<file path="src/hdl/udh_pkg.sv">
// constants and types of the usb device dma handshake block
package udh_pkg;
  // register byte offsets on the apb bus
  localparam logic [7:0] UDH_HWCFG_OFS = 8'h00;
  localparam logic [7:0] UDH_DMACFG_OFS = 8'h04;
  localparam logic [7:0] UDH_COUNT_OFS = 8'h08;
  localparam logic [7:0] UDH_STATUS_OFS = 8'h0C;
  localparam logic [7:0] UDH_REMAIN_OFS = 8'h10;
  // hardware config fields
  localparam int UDH_ACKONLY_BIT = 0;
  // dma config fields
  localparam int UDH_EPIDX_LSB = 0;
  localparam int UDH_EPIDX_W = 4;
  localparam int UDH_DMA_ENABLE_BIT_BIT = 4;
  localparam int UDH_COUNTER_TERMINATE_ENABLE_BIT = 5;
  localparam int UDH_SHORT_PACKET_TERMINATE_ENABLE_BIT = 6;
  localparam int UDH_BURST_BIT = 7;
  localparam int UDH_ISO_BIT = 8;
  localparam int UDH_DMACFG_W = 9;
  localparam logic [15:0] UDH_COUNT_RST = 16'h0000;
  // bytes per bus word and per burst
  localparam logic [15:0] UDH_WORD_BYTES = 16'h0002;
  localparam int UDH_BURST_BYTES = 16;
  // end reasons shown in status
  typedef enum logic [2:0]
  {
    UDH_END_NONE = 3'b000,
    UDH_END_EXT = 3'b001,
    UDH_END_COUNT = 3'b010,
    UDH_END_SHORT = 3'b011,
    UDH_END_DISABLE = 3'b100,
    UDH_END_EOP = 3'b101
  } udh_end_t;
  typedef enum logic [1:0]
  {
    UDH_IDLE = 2'b00,
    UDH_REQ = 2'b01,
    UDH_XFER = 2'b10,
    UDH_GAP = 2'b11
  } udh_state_t;
endpackage : udh_pkg

</file>
<file path="src/hdl/udh_apb.sv">
// apb slave holding the dma configuration registers
`timescale 1ns/1ps
`default_nettype none
module udh_apb
  import udh_pkg::*;
(
  input wire logic clk,
  input wire logic rst_n,
  // apb
  input wire logic psel,
  input wire logic penable,
  input wire logic pwrite,
  input wire logic [7:0] paddr,
  input wire logic [31:0] pwdata,
  output logic [31:0] prdata,
  output logic pready,
  output logic pslverr,
  // register contents
  output logic ack_only_select,
  output logic [UDH_DMACFG_W-1:0] dma_config_reg,
  output logic [15:0] dma_byte_count_reg,
  // block state and hardware clear of the enable
  input wire logic [31:0] status_in,
  input wire logic [15:0] remain_in,
  input wire logic hw_stop
);
  logic acc;
  logic wr;
  logic hit;
  assign acc = psel && penable;
  assign wr = acc && pwrite;
  assign hit = paddr == UDH_HWCFG_OFS || paddr == UDH_DMACFG_OFS ||
    paddr == UDH_COUNT_OFS || paddr == UDH_STATUS_OFS || paddr == UDH_REMAIN_OFS;
  always_ff @(posedge clk or negedge rst_n)
  begin
    if (!rst_n)
      ack_only_select <= 1'b0;
    else if (wr && paddr == UDH_HWCFG_OFS)
      ack_only_select <= pwdata[UDH_ACKONLY_BIT];
  end
  // a software write wins; a hardware stop only clears the enable
  always_ff @(posedge clk or negedge rst_n)
  begin
    if (!rst_n)
      dma_config_reg <= '0;
    else if (wr && paddr == UDH_DMACFG_OFS)
      dma_config_reg <= pwdata[UDH_DMACFG_W-1:0];
    else if (hw_stop)
      dma_config_reg[UDH_DMA_ENABLE_BIT_BIT] <= 1'b0;
  end
  always_ff @(posedge clk or negedge rst_n)
  begin
    if (!rst_n)
      dma_byte_count_reg <= UDH_COUNT_RST;
    else if (wr && paddr == UDH_COUNT_OFS)
      dma_byte_count_reg <= pwdata[15:0];
  end
  always_ff @(posedge clk or negedge rst_n)
  begin
    if (!rst_n)
    begin
      prdata <= '0;
      pready <= 1'b0;
      pslverr <= 1'b0;
    end
    else
    begin
      pready <= psel && !penable;
      pslverr <= psel && !penable && !hit;
      prdata <= '0;
      if (psel && !penable && !pwrite)
      begin
        unique case (paddr)
          UDH_HWCFG_OFS: prdata <= {31'h0, ack_only_select};
          UDH_DMACFG_OFS: prdata <= {{(32-UDH_DMACFG_W){1'b0}}, dma_config_reg};
          UDH_COUNT_OFS: prdata <= {16'h0, dma_byte_count_reg};
          UDH_STATUS_OFS: prdata <= status_in;
          UDH_REMAIN_OFS: prdata <= {16'h0, remain_in};
          default: prdata <= '0;
        endcase
      end
    end
  end
endmodule // udh_apb
`default_nettype wire

</file>
<file path="src/hdl/udh_sync.sv">
// two flip-flop synchroniser for a bundle of pin levels
`timescale 1ns/1ps
`default_nettype none
module udh_sync #(
  parameter int W = 1
) (
  input wire logic clk,
  input wire logic rst_n,
  input wire logic [W-1:0] d,
  output logic [W-1:0] q
);
  logic [W-1:0] meta_r;
  always_ff @(posedge clk or negedge rst_n)
  begin
    if (!rst_n)
    begin
      meta_r <= '0;
      q <= '0;
    end
    else
    begin
      meta_r <= d;
      q <= meta_r;
    end
  end
endmodule // udh_sync
`default_nettype wire

</file>
<file path="src/hdl/udh_top.sv">
// dma request, strobe and termination logic of the usb device controller
// What this block does
// - raise dma request while the selected out endpoint fifo has data, or in endpoint fifo has room
// - classic mode: ack plus read strobe drives next fifo word onto bus
// - drop request during each word in both modes; gap state after each single-cycle word and after last word in burst
// - stop driving the data bus once ack is released
// - setting ack-only select bit enters ack-only mode
// - ack-only mode: ack is the data strobe, read/write strobes ignored
// - bulk ends on external end, counter, short out packet, or disable
// - external end on out endpoint: stop, flush active buffer only
// - external end on in endpoint: stop, send packet at next in token
// - 16-bit byte count copied into internal counter when enable sets
// - counter completion with counter-terminate set ends and halts dma
// - short out packet halts dma only after its bytes are moved
// - bulk in with short-packet end: counter zero mid-buffer terminates
// - clearing the enable stops the transfer and raises no interrupt
// - iso ends on external end, counter, end-of-packet, or disable
// - ack routes access to the dma endpoint index, not the i/o endpoint
// - direction follows endpoint direction bit: out reads, in writes
// - single-cycle and bursts of up to 16 bytes supported
// - clearing ack-only select gives request/ack mode with strobes
`timescale 1ns/1ps
`default_nettype none
module udh_top
  import udh_pkg::*;
#(
  parameter int BURST_BYTES = UDH_BURST_BYTES
) (
  input wire logic CLOCK,
  input wire logic RST_N,
  // apb register bus
  input wire logic PSEL,
  input wire logic PENABLE,
  input wire logic PWRITE,
  input wire logic [7:0] PADDR,
  input wire logic [31:0] PWDATA,
  output logic [31:0] PRDATA,
  output logic PREADY,
  output logic PSLVERR,
  // dma pins, all active high
  output logic DMA_REQUEST_OUT,
  input wire logic DMA_ACK_IN,
  input wire logic TRANSFER_TERMINATE_IN,
  input wire logic RD_STROBE_IN,
  input wire logic WR_STROBE_IN,
  // shared data bus
  input wire logic [15:0] DATA_IN,
  output logic [15:0] DATA_OUT,
  output logic DATA_OE,
  // endpoint side
  input wire logic [15:0] ENDPOINT_DIRECTION_BIT,
  input wire logic FIFO_HAS_DATA,
  input wire logic FIFO_HAS_ROOM,
  input wire logic [15:0] FIFO_RDATA,
  input wire logic SHORT_PACKET_IN,
  input wire logic EOP_IN,
  output logic [3:0] FIFO_EP_SEL,
  output logic FIFO_RD,
  output logic FIFO_WR,
  output logic [15:0] FIFO_WDATA,
  output logic FIFO_FLUSH_ACTIVE,
  output logic FIFO_VALIDATE
);
  // refuse bursts under two or over sixteen bytes, or of an odd byte count
  if (BURST_BYTES < 2 || BURST_BYTES > UDH_BURST_BYTES || BURST_BYTES % 2 != 0)
  begin : g_bad_burst
    $error("udh_top: burst size unsupported");
  end
  localparam logic [3:0] BURST_WORDS = 4'(BURST_BYTES / 2 - 1);

  logic ack_only_select;
  logic [UDH_DMACFG_W-1:0] cfg;
  logic [15:0] dma_byte_count_reg;
  logic [2:0] pins_s;
  logic ack_s;
  logic eot_s;
  logic rd_s;
  logic wr_s;
  logic [15:0] bus_s;
  logic dma_enable_bit;
  logic dir_in;
  logic strobe;
  logic strobe_d_r;
  logic word_end;
  logic stop;
  logic [15:0] remain_r;
  logic [3:0] burst_r;
  logic short_seen_r;
  logic en_d_r;
  logic done_r;
  udh_end_t end_r;
  udh_end_t end_nxt;
  udh_state_t state_r;
  udh_state_t state_nxt;
  logic [3:0] ep_idx;

  function automatic logic [15:0] dec_count(input logic [15:0] v);
    dec_count = (v > UDH_WORD_BYTES) ? 16'(v - UDH_WORD_BYTES) : 16'h0000;
  endfunction

  udh_apb u_apb (
    .clk(CLOCK),
    .rst_n(RST_N),
    .psel(PSEL),
    .penable(PENABLE),
    .pwrite(PWRITE),
    .paddr(PADDR),
    .pwdata(PWDATA),
    .prdata(PRDATA),
    .pready(PREADY),
    .pslverr(PSLVERR),
    .ack_only_select(ack_only_select),
    .dma_config_reg(cfg),
    .dma_byte_count_reg(dma_byte_count_reg),
    .status_in({25'h0, end_r, done_r, dir_in, state_r}),
    .remain_in(remain_r),
    .hw_stop(stop)
  );

  // pins come from another timing domain
  udh_sync #(.W(3)) u_sync_ctl (
    .clk(CLOCK),
    .rst_n(RST_N),
    .d({DMA_ACK_IN, TRANSFER_TERMINATE_IN, RD_STROBE_IN}),
    .q(pins_s)
  );
  udh_sync #(.W(17)) u_sync_data (
    .clk(CLOCK),
    .rst_n(RST_N),
    .d({WR_STROBE_IN, DATA_IN}),
    .q({wr_s, bus_s})
  );
  assign ack_s = pins_s[2];
  assign eot_s = pins_s[1];
  assign rd_s = pins_s[0];

  assign dma_enable_bit = cfg[UDH_DMA_ENABLE_BIT_BIT];
  assign ep_idx = cfg[UDH_EPIDX_LSB +: UDH_EPIDX_W];
  assign dir_in = ENDPOINT_DIRECTION_BIT[ep_idx];

  // data strobe per mode
  always_comb
  begin
    if (ack_only_select)
      strobe = ack_s;
    else
      strobe = ack_s && (dir_in ? wr_s : rd_s);
  end
  // a word completes on strobe release, when the controller ends its cycle
  assign word_end = strobe_d_r && !strobe && state_r == UDH_XFER;

  // termination decode, in priority order
  always_comb
  begin
    end_nxt = UDH_END_NONE;
    if (state_r != UDH_IDLE)
    begin
      if (!dma_enable_bit)
        end_nxt = UDH_END_DISABLE;
      else if (eot_s)
        end_nxt = UDH_END_EXT;
      else if (cfg[UDH_COUNTER_TERMINATE_ENABLE_BIT] && word_end && dec_count(remain_r) == 16'h0000)
        end_nxt = UDH_END_COUNT;
      else if (!cfg[UDH_ISO_BIT] && cfg[UDH_SHORT_PACKET_TERMINATE_ENABLE_BIT] && !dir_in && short_seen_r &&
          !FIFO_HAS_DATA && !strobe)
        end_nxt = UDH_END_SHORT;
      else if (!cfg[UDH_ISO_BIT] && cfg[UDH_SHORT_PACKET_TERMINATE_ENABLE_BIT] && dir_in && word_end &&
          dec_count(remain_r) == 16'h0000)
        end_nxt = UDH_END_SHORT;
      else if (cfg[UDH_ISO_BIT] && EOP_IN)
        end_nxt = UDH_END_EOP;
    end
  end
  assign stop = end_nxt != UDH_END_NONE;

  always_comb
  begin
    state_nxt = state_r;
    unique case (state_r)
      UDH_IDLE:
        if (dma_enable_bit && !en_d_r)
          state_nxt = UDH_REQ;
      UDH_REQ:
        if (strobe)
          state_nxt = UDH_XFER;
      UDH_XFER:
        if (word_end)
          state_nxt = (!cfg[UDH_BURST_BIT] || burst_r == BURST_WORDS) ? UDH_GAP : UDH_REQ;
      UDH_GAP:
        if (!ack_s)
          state_nxt = UDH_REQ;
    endcase
    if (stop)
      state_nxt = UDH_IDLE;
  end

  always_ff @(posedge CLOCK or negedge RST_N)
  begin
    if (!RST_N)
      state_r <= UDH_IDLE;
    else
      state_r <= state_nxt;
  end

  always_ff @(posedge CLOCK or negedge RST_N)
  begin
    if (!RST_N)
    begin
      strobe_d_r <= 1'b0;
      en_d_r <= 1'b0;
    end
    else
    begin
      strobe_d_r <= strobe;
      en_d_r <= dma_enable_bit;
    end
  end

  // load on rising enable, step two bytes per word
  always_ff @(posedge CLOCK or negedge RST_N)
  begin
    if (!RST_N)
      remain_r <= UDH_COUNT_RST;
    else if (dma_enable_bit && !en_d_r)
      remain_r <= dma_byte_count_reg;
    else if (word_end)
      remain_r <= dec_count(remain_r);
  end

  // burst word counter, up to sixteen bytes
  always_ff @(posedge CLOCK or negedge RST_N)
  begin
    if (!RST_N)
      burst_r <= 4'h0;
    else if (state_r == UDH_GAP || state_r == UDH_IDLE)
      burst_r <= 4'h0;
    else if (word_end)
      burst_r <= burst_r + 4'h1;
  end

  // short packet seen: set wins over the restart clear
  always_ff @(posedge CLOCK or negedge RST_N)
  begin
    if (!RST_N)
      short_seen_r <= 1'b0;
    else if (SHORT_PACKET_IN)
      short_seen_r <= 1'b1;
    else if (dma_enable_bit && !en_d_r)
      short_seen_r <= 1'b0;
  end

  always_ff @(posedge CLOCK or negedge RST_N)
  begin
    if (!RST_N)
    begin
      end_r <= UDH_END_NONE;
      done_r <= 1'b0;
    end
    else if (stop)
    begin
      end_r <= end_nxt;
      done_r <= 1'b1;
    end
    else if (dma_enable_bit && !en_d_r)
      done_r <= 1'b0;
  end

  // request: only in request state with data or room, held off after an end
  always_ff @(posedge CLOCK or negedge RST_N)
  begin
    if (!RST_N)
      DMA_REQUEST_OUT <= 1'b0;
    else
      DMA_REQUEST_OUT <= state_nxt == UDH_REQ && !stop &&
        (dir_in ? FIFO_HAS_ROOM : FIFO_HAS_DATA);
  end

  // bus drive; output enable follows synchronised ack, so it lags pin by ~3 cycles
  always_ff @(posedge CLOCK or negedge RST_N)
  begin
    if (!RST_N)
    begin
      DATA_OUT <= 16'h0000;
      DATA_OE <= 1'b0;
    end
    else
    begin
      DATA_OE <= strobe && !dir_in && ack_s;
      if (strobe && !strobe_d_r && !dir_in)
        DATA_OUT <= FIFO_RDATA;
    end
  end

  always_ff @(posedge CLOCK or negedge RST_N)
  begin
    if (!RST_N)
    begin
      FIFO_EP_SEL <= 4'h0;
      FIFO_RD <= 1'b0;
      FIFO_WR <= 1'b0;
      FIFO_WDATA <= 16'h0000;
      FIFO_FLUSH_ACTIVE <= 1'b0;
      FIFO_VALIDATE <= 1'b0;
    end
    else
    begin
      FIFO_EP_SEL <= ep_idx;
      FIFO_RD <= word_end && !dir_in;
      FIFO_WR <= word_end && dir_in;
      if (strobe && dir_in)
        FIFO_WDATA <= bus_s;
      FIFO_FLUSH_ACTIVE <= end_nxt == UDH_END_EXT && !dir_in;
      FIFO_VALIDATE <= stop && dir_in && end_nxt != UDH_END_DISABLE;
    end
  end
endmodule // udh_top
`default_nettype wire

</file>
<file path="config.mk">
export PLATFORM = sky130hd
export DESIGN_NAME = udh_top
export DESIGN_NICKNAME = d
export VERILOG_FILES = /design/src/hdl/udh_pkg.sv /design/src/hdl/udh_apb.sv /design/src/hdl/udh_sync.sv /design/src/hdl/udh_top.sv
export SDC_FILE = /design/constraint.sdc
export NUM_CORES = 1
export LEC_CHECK = 0
export BUFFER_PORTS_ARGS = -buffer_cell sky130_fd_sc_hd__buf_2
export CAP_MARGIN = 20
export CORE_MARGIN = 4
export CORE_UTILIZATION = 47
export DETAILED_ROUTE_END_ITERATION = 10
export HOLD_SLACK_MARGIN = 0.12
export PLACE_DENSITY_LB_ADDON = 0.08
export SYNTH_ARGS = -nofsm -noshare
export SYNTH_HDL_FRONTEND = slang
export SYNTH_SLANG_ARGS = --single-unit
export TNS_END_PERCENT = 10
</file>
<file path="constraint.sdc">
create_clock -name CLOCK -period 2.74 [get_ports CLOCK]
set_input_delay 0.274 -clock CLOCK [delete_from_list [all_inputs] [get_ports CLOCK]]
set_output_delay 0.274 -clock CLOCK [all_outputs]
set_load 0.05 [all_outputs]
</file>
; Word-level counts from Yosys, hierarchy flattened
; Index checks and enable logic that the tools add are counted.
[totals]
register_bits = 171
input_bits = 101
output_inout_bits = 76
elab_cells = 136
[classes]
n_addsub = 2
n_lt_le_gt_ge = 2
eq_ne = 11
mux = 31
n_reduce_logical = 62
[op_table]
columns = op, n
row1 = $pmux 16 s5, 1
row2 = $mux 16, 3
row3 = $logic_and 1x1->1, 35
row4 = $mux 32, 1
row5 = $mux 3, 7
row6 = $eq 8x4->1 const B, 2
row7 = $gt 16x2->1 const B, 1
row8 = $logic_not 16->1, 1
row9 = $sub 16x2->16 const B, 1
row10 = $mux 2, 6
row11 = $reduce_bool 2->1, 6
row12 = $logic_not 1->1, 11
row13 = $mux 1, 9
row14 = $eq 8x3->1 const B, 1
row15 = $eq 8x5->1 const B, 1
row16 = $logic_not 8->1, 1
row17 = $mux 4, 2
row18 = $pmux 2 s4, 1
row19 = $logic_or 1x1->1, 6
row20 = $lt 4x5->1 const B, 1
row21 = $add 4x1->4 const B, 1
row22 = $bmux 1 s4, 1
row23 = $eq 2x1->1 const B, 2
row24 = $eq 2x2->1 const B, 2
row25 = 5 further kinds, 5

; Longest topological paths before layout
[logic_depth]
word_depth = 21
mapped_depth = 9
ltp_nobuf = 9

; By module
; From an unflattened synthesis, not the netlist that was laid out.
[hier_totals]
hier_cells = 563
area_unflattened_um2 = 7293.2
[by_module_without_submodules]
columns = module, instances, cells_each, area_each_um2, seq_area_each_um2
row1 = udh_top, 1, 333, 3686.0, 1776.7
row2 = udh_apb, 1, 190, 2606.2, 1501.4
row3 = udh_sync (u_sync_data), 1, 34, 850.8, 850.8
row4 = udh_sync (u_sync_ctl), 1, 6, 150.1, 150.1

; Worst setup path after synthesis
; OpenSTA, ideal clock, no wires.
[synth_timing]
path_kind = register to register
startpoint = register u_apb.dma_config_reg[1]
endpoint = register DATA_OUT[10]
setup_time_ns = 0.125
arrival_time_ns = 2.656
required_ns = 2.615
path_slack_ns = -0.041
stages_incl_launch_ff = 9
n_path_buf = 2
synth_period_minus_slack_ns = 2.781
path_cell_list = dfrtp_1 buf_6 mux4_1 mux4_2 mux2i_1 nand2_2 nor3_4 buf_12 mux2_4
[synth_via]
elab_chain_cells = 7
word_cells_on_any_way = 8
cone_classes = mux (4) / reduce/logical (4)
[synth_lines]
columns = element, line_no
row1 = "start, declared", udh_apb.sv:20  ; output logic [UDH_DMACFG_W-1:0] dma_config_reg,
row2 = "start signal, assigned", udh_apb.sv:47  ; dma_config_reg <= pwdata[UDH_DMACFG_W-1:0];
row3 = $bmux 1 s4 (*), udh_top.sv:139  ; assign dir_in = ENDPOINT_DIRECTION_BIT[ep_idx];
row4 = $mux 1 (not written as such) (*), udh_top.sv:139
row5 = $mux 1, udh_top.sv:147  ; strobe = ack_s && (dir_in ? wr_s : rd_s);
row6 = $logic_and 1x1->1, udh_top.sv:147
row7 = $mux 1, udh_top.sv:144  ; if (ack_only_select)
row8 = $logic_and 1x1->1, udh_top.sv:289  ; if (strobe && !strobe_d_r && !dir_in)
row9 = $logic_and 1x1->1 (*), udh_top.sv:289
row10 = "end signal, assigned", udh_top.sv:283  ; DATA_OUT <= 16'h0000;
row11 = "end signal, assigned", udh_top.sv:290  ; DATA_OUT <= FIFO_RDATA;
row12 = "end, declared", udh_top.sv:48  ; output logic [15:0] DATA_OUT,
; Every way passes the cells marked *; elsewhere a longest branch is shown, timed or not. The select of a mux whose other input is x is not followed.
; A chain may end at the register's enable or synchronous reset.

; Worst setup path after layout
[layout_timing]
startpoint = register u_apb.dma_config_reg[1]
endpoint = register DMA_REQUEST_OUT
[layout_via]
elab_chain_cells = 21
word_cells_on_any_way = 34
cone_classes = eq/ne (1) / mux (15) / reduce/logical (18)
[layout_lines]
columns = element, line_no
row1 = $bmux 1 s4 (*), udh_top.sv:139
row2 = $mux 1 (not written as such) (*), udh_top.sv:139
row3 = $mux 1, udh_top.sv:147
row4 = $logic_and 1x1->1, udh_top.sv:147
row5 = $mux 1, udh_top.sv:144
row6 = $logic_not 1->1, "udh_top.sv:150, udh_top.sv:165"
row7 = $logic_and 1x1->1 (2 in series), udh_top.sv:150  ; assign word_end = strobe_d_r && !strobe && state_r == UDH_XFER;
row8 = $logic_and 1x1->1 (2 in series), udh_top.sv:167  ; else if (!cfg[UDH_ISO_BIT] && cfg[UDH_SHORT_PACKET_TERMINATE_ENABLE_BIT] && dir_in && word_end &&
row9 = [... 3 more ...], -
row10 = $mux 3, udh_top.sv:160  ; else if (eot_s)
row11 = $mux 3, udh_top.sv:158  ; if (!dma_enable_bit)
row12 = $mux 3, udh_top.sv:156  ; if (state_r != UDH_IDLE)
row13 = $reduce_bool 3->1, udh_top.sv:174  ; assign stop = end_nxt != UDH_END_NONE;
row14 = $mux 2, udh_top.sv:193  ; if (stop)
row15 = $eq 2x1->1, udh_top.sv:274  ; DMA_REQUEST_OUT <= state_nxt == UDH_REQ && !stop &&
row16 = $logic_and 1x1->1, udh_top.sv:274
row17 = $logic_and 1x1->1 (*), udh_top.sv:274
row18 = "end signal, assigned", udh_top.sv:274
row19 = "end, declared", udh_top.sv:41  ; output logic DMA_REQUEST_OUT,
; Marked as above.

==> summary.md <==
| Metric | Value |
|---|---|
| RSZ-0062 raised after global routing | true |
| Gp weighted congestion | between 0.8 and 0.9 |
| Most common cell after layout, fill and taps aside | dfrtp_1 |
| Synthesized area | approximately 0.0066 mm^2 |
| CTS tree | yes |
| Power Density | roughly 800 mW/mm^2 |
| Finished Layout Cells | 950 |
| Die Wd | 126 um |
| Outcome | finished, violations left |
| Skew final | 6.57 ps |
| Core area | around 0.013 mm^2 |
| CTS buffer count | 17 |
| Post-Place Worst Slack | -161 ps |
| Setup Total Neg Slack | -5.17 ps |
| Fill cells | between 1,000 and 1,500 |
| Rows | 42 |
| CTS sink count | approximately 160 |
| CP Cell Sequence | mux4_2, mux4_2, buf_6, mux2i_4, a21o_1, nand2_4, a21oi_4, nor4_2 |
| Worst R2R Start | u_apb.dma_config_reg[1]$_DFFE_PN0P_ |
| Startpoint Class | flop |
| Number of flops mapped to enable cells by yosys | 0 |
| Drt pass-1 iters | 5 |
| Worst Path Buf+Inv | 1 |
| Post-synthesis mux area share | 0.135 |
| Vias per std cell | between 5 and 6 |
| Most frequent cells in the layout | 154 x dfrtp_1, 143 x buf_2, 55 x dlygate4sd3_1 |
| Peak VDD IR | roughly 600 uV |
| Via count | around 4,900 |
| #FFs+latches synth | ~160 |
| Max cap viols | 0 |
| WL met2 | between 7 and 8 mm |
| Biggest regs | u_sync_data.meta_r (17), u_sync_data.q (17) |
| R2R depth | 8 |
| Vias in the first global route | roughly 5,100 |
| Met3 WL | 901 um |
| Ant. Diodes | 0 |
| H-tree depth | 4 |
| CP top delay family | multiplexers |
| Area grow syn2layout | 38.2% |
| LEAKAGE | between 4 and 5 nW |
| Setup ws final | -5.17 ps |
| FMAX | ~360 MHz |
| Ys Warns | 0 |
| Final wirelength | around 16 mm |
| First-pass GRT wire length | about 26 mm |
| Max Used Layer | met4 |
| Antenna Violating Nets Remaining | 0 |
| Worst setup path start | u_apb.dma_config_reg[1]$_DFFE_PN0P_ |
| All-Layer GR Usage | 0.206 |
| Flop2flop setup slack | -5 ps |
| Avg Inst Size Synth | 12.5 um^2 |
| Clk_lat worst skew | approximately 430 ps |
| Final-stage net count | approximately 870 |
| Hold path start | PENABLE |
| Initial core utilization | 0.487 |
| DRC viols | 0 |
| Crit Path Class | reg -> reg |
| Hold Vio Cnt, Final | 0 |
| CP most frequent cell | mux4_2 |
| Slowest CP cell | mux4_2 |
| HP Class | in -> reg |
| Die Y-Extent | roughly 130 um |
| Gr ovfl total | 0 |
| Wirelength per Cell | ~17 um |
| DP HPWL | 10.8 mm |
| Worst path depth | 8 |
| R2R Path End | DMA_REQUEST_OUT$_DFF_PN0_ |
| Max FO, Critical Path | 6 |
| Xor/xnor share of the synthesized area | 0.00802 |
| Worst-margin pin slew | around 740 ps |
| CP Capture Point | DMA_REQUEST_OUT$_DFF_PN0_ |
| IO Count | 177 |
| Post-synthesis sequential area ratio | 0.592 |
| Syn Inst Count | 526 |
| IO Port Bufs | between 100 and 150 |
| Final setup vio count | 1 |
| Top FF cell, synth | dfrtp_1 |
| Slew Limit Fails | 0 |
| M1 WL | ~6.9 mm |
| Min Tclk post-route | 2750 ps |
| Largest net degree at the start of global routing | 68 |
| Critical Path Max Stage Delay | 600 ps |
| Initial DRC count | roughly 260 |
| Yosys cell types | 66 |
| Arr. time, crit path | between 3000 and 4000 ps |
| Die Area | 0.0159 mm^2 |
| Compound-cell area share of the yosys netlist | 0.104 |
| Slew HR | 0.506 |
| Largest family of logic cells by synthesized area | multiplexers |
| Dpl cells | 855 |
| Worst Setup End Kind | flop |
| Total chip power | approximately 7.2 mW |
| Clock root buffer | clkbuf_16 |
| Antenna violations before repair | 0 |
| Final period utilization | 1.00 |
| Fraction of the mapped netlist area in simple logic gates | 0.103 |
| CP required | ~3100 ps |
| Clock slew at reported path FFs | about 60 ps |
| Failing checks | setup timing |
| Fraction of layout instances using a drive strength above 1 | 0.410 |
| Longest Clk Path Bufs | 2 |
| Post-Synth Adder-Cell Area | 0.0115 |
| Async set-or-reset flop fraction in the synthesized netlist | 1.00 |
-- synthesized netlist by cell type, types with 2 or more instances --
cell type,number,share of area
dfrtp_1,155,0.59
nor2_1,45,0.026
mux2_2,43,0.074
a21oi_1,33,0.025
a22oi_1,21,0.024
o21ai_0,18,0.014
buf_4,17,0.019
clkbuf_1,17,0.0097
nor3_1,17,0.013
nand2_1,16,0.0092
inv_1,13,0.0074
mux2_4,10,0.023
ha_1,6,0.011
nand3_1,6,0.0046
nor4_1,6,0.0057
and2_1,5,0.0048
mux2_1,5,0.0086
mux2i_1,5,0.0076
nand4_1,5,0.0048
nor2b_1,5,0.0048
xnor2_1,5,0.0067
a31oi_1,4,0.0038
and3_1,4,0.0038
nand2b_1,4,0.0038
a21o_1,3,0.0034
a222oi_1,3,0.0046
a31o_2,3,0.0040
buf_6,3,0.0052
mux4_2,3,0.010
o21ai_1,3,0.0023
a32oi_1,2,0.0027
mux4_1,2,0.0080
nand3b_1,2,0.0023
nor2_2,2,0.0019
o2111ai_1,2,0.0027
or3_1,2,0.0019
or4_1,2,0.0023
-- logic make-up after synthesis --
| kind of cell | after synthesis |
|---|---|
| flops | 155 |
| buf+inv | 54 |
| mux | 69 |
| xor+xnor | 6 |
| compound gates | 105 |
| other cells | 1 |
| fa+ha+maj | 6 |
| simple gates | 130 |
-- layout make-up --
| type | count | area [um^2] | area share |
|---|---|---|---|
| inverter | 14 | 55.1 | 0.00608 |
| timing repair buffer | 241 | 1690 | 0.186 |
| tap | 176 | 220 | 0.0243 |
| clock buffer | 19 | 453 | 0.0500 |
| clock inverter | 13 | 140 | 0.0155 |
| multi-input combinational | 332 | 2630 | 0.290 |
| sequential | 155 | 3880 | 0.428 |
-- layer usage --
metal | vias up | GRT usage
met4 | 0 | 0.0650
met3 | 21 | 0.0567
li1 | 2336 | -
met5 | - | 0
met2 | 142 | 0.332
met1 | 2427 | 0.273
-- power by group --
| group | switching (mW) | internal (mW) | total (mW) |
|---|---|---|---|
| clock network | 0.945 | 1.39 | 2.34 |
| registers | 0.311 | 2.62 | 2.93 |
| logic | 1.26 | 0.724 | 1.98 |
| total | 2.51 | 4.73 | 7.25 |
-- per-stage QoR --
stage / hold WS, ps / utilization / area [um^2]
floorplan: -21.6 / - / 6610
global placement: 314 / 0.564 / 7590
detailed placement: 318 / 0.564 / 7590
CTS: 129 / 0.663 / 8920
global route: 159 / 0.673 / 9060
finish: 147 / 0.673 / 9060
-- worst min-delay path by stage --
stage	depth (start not counted)	slack, ps	endpoint
4_1_cts	3	130	u_apb.pready$_DFF_PN0_
5_1_grt	3	160	u_apb.pready$_DFF_PN0_
3_5_place_dp	1	320	u_apb.prdata[14]$_DFF_PN0_
2_1_floorplan	0	-20	DATA_OE$_DFF_PN0_
3_3_place_gp	1	310	u_apb.dma_byte_count_reg[14]$_DFFE_PN0P_
6_report	3	150	u_apb.pready$_DFF_PN0_
-- worst register-to-register path, cell delays in order, from the launching register on --
cell and delay [ps]:
dfrtp_2 440, mux4_2 520, mux4_2 600, buf_6 170, mux2i_4 210, a21o_1 210
nand2_4 110, a21oi_4 100, nor4_2 300
-- what timing repair did --
action / in CTS / in global routing
pin swaps: 4 / 28
setup buffers: 7 / 2
hold buffers: 55 / 0
gates cloned: 1 / 1
setup endpoints to repair: 54 / 58
hold endpoints to repair: 129 / 0
resized for setup: 25 / 46
(Power assumes the default switching activity.)
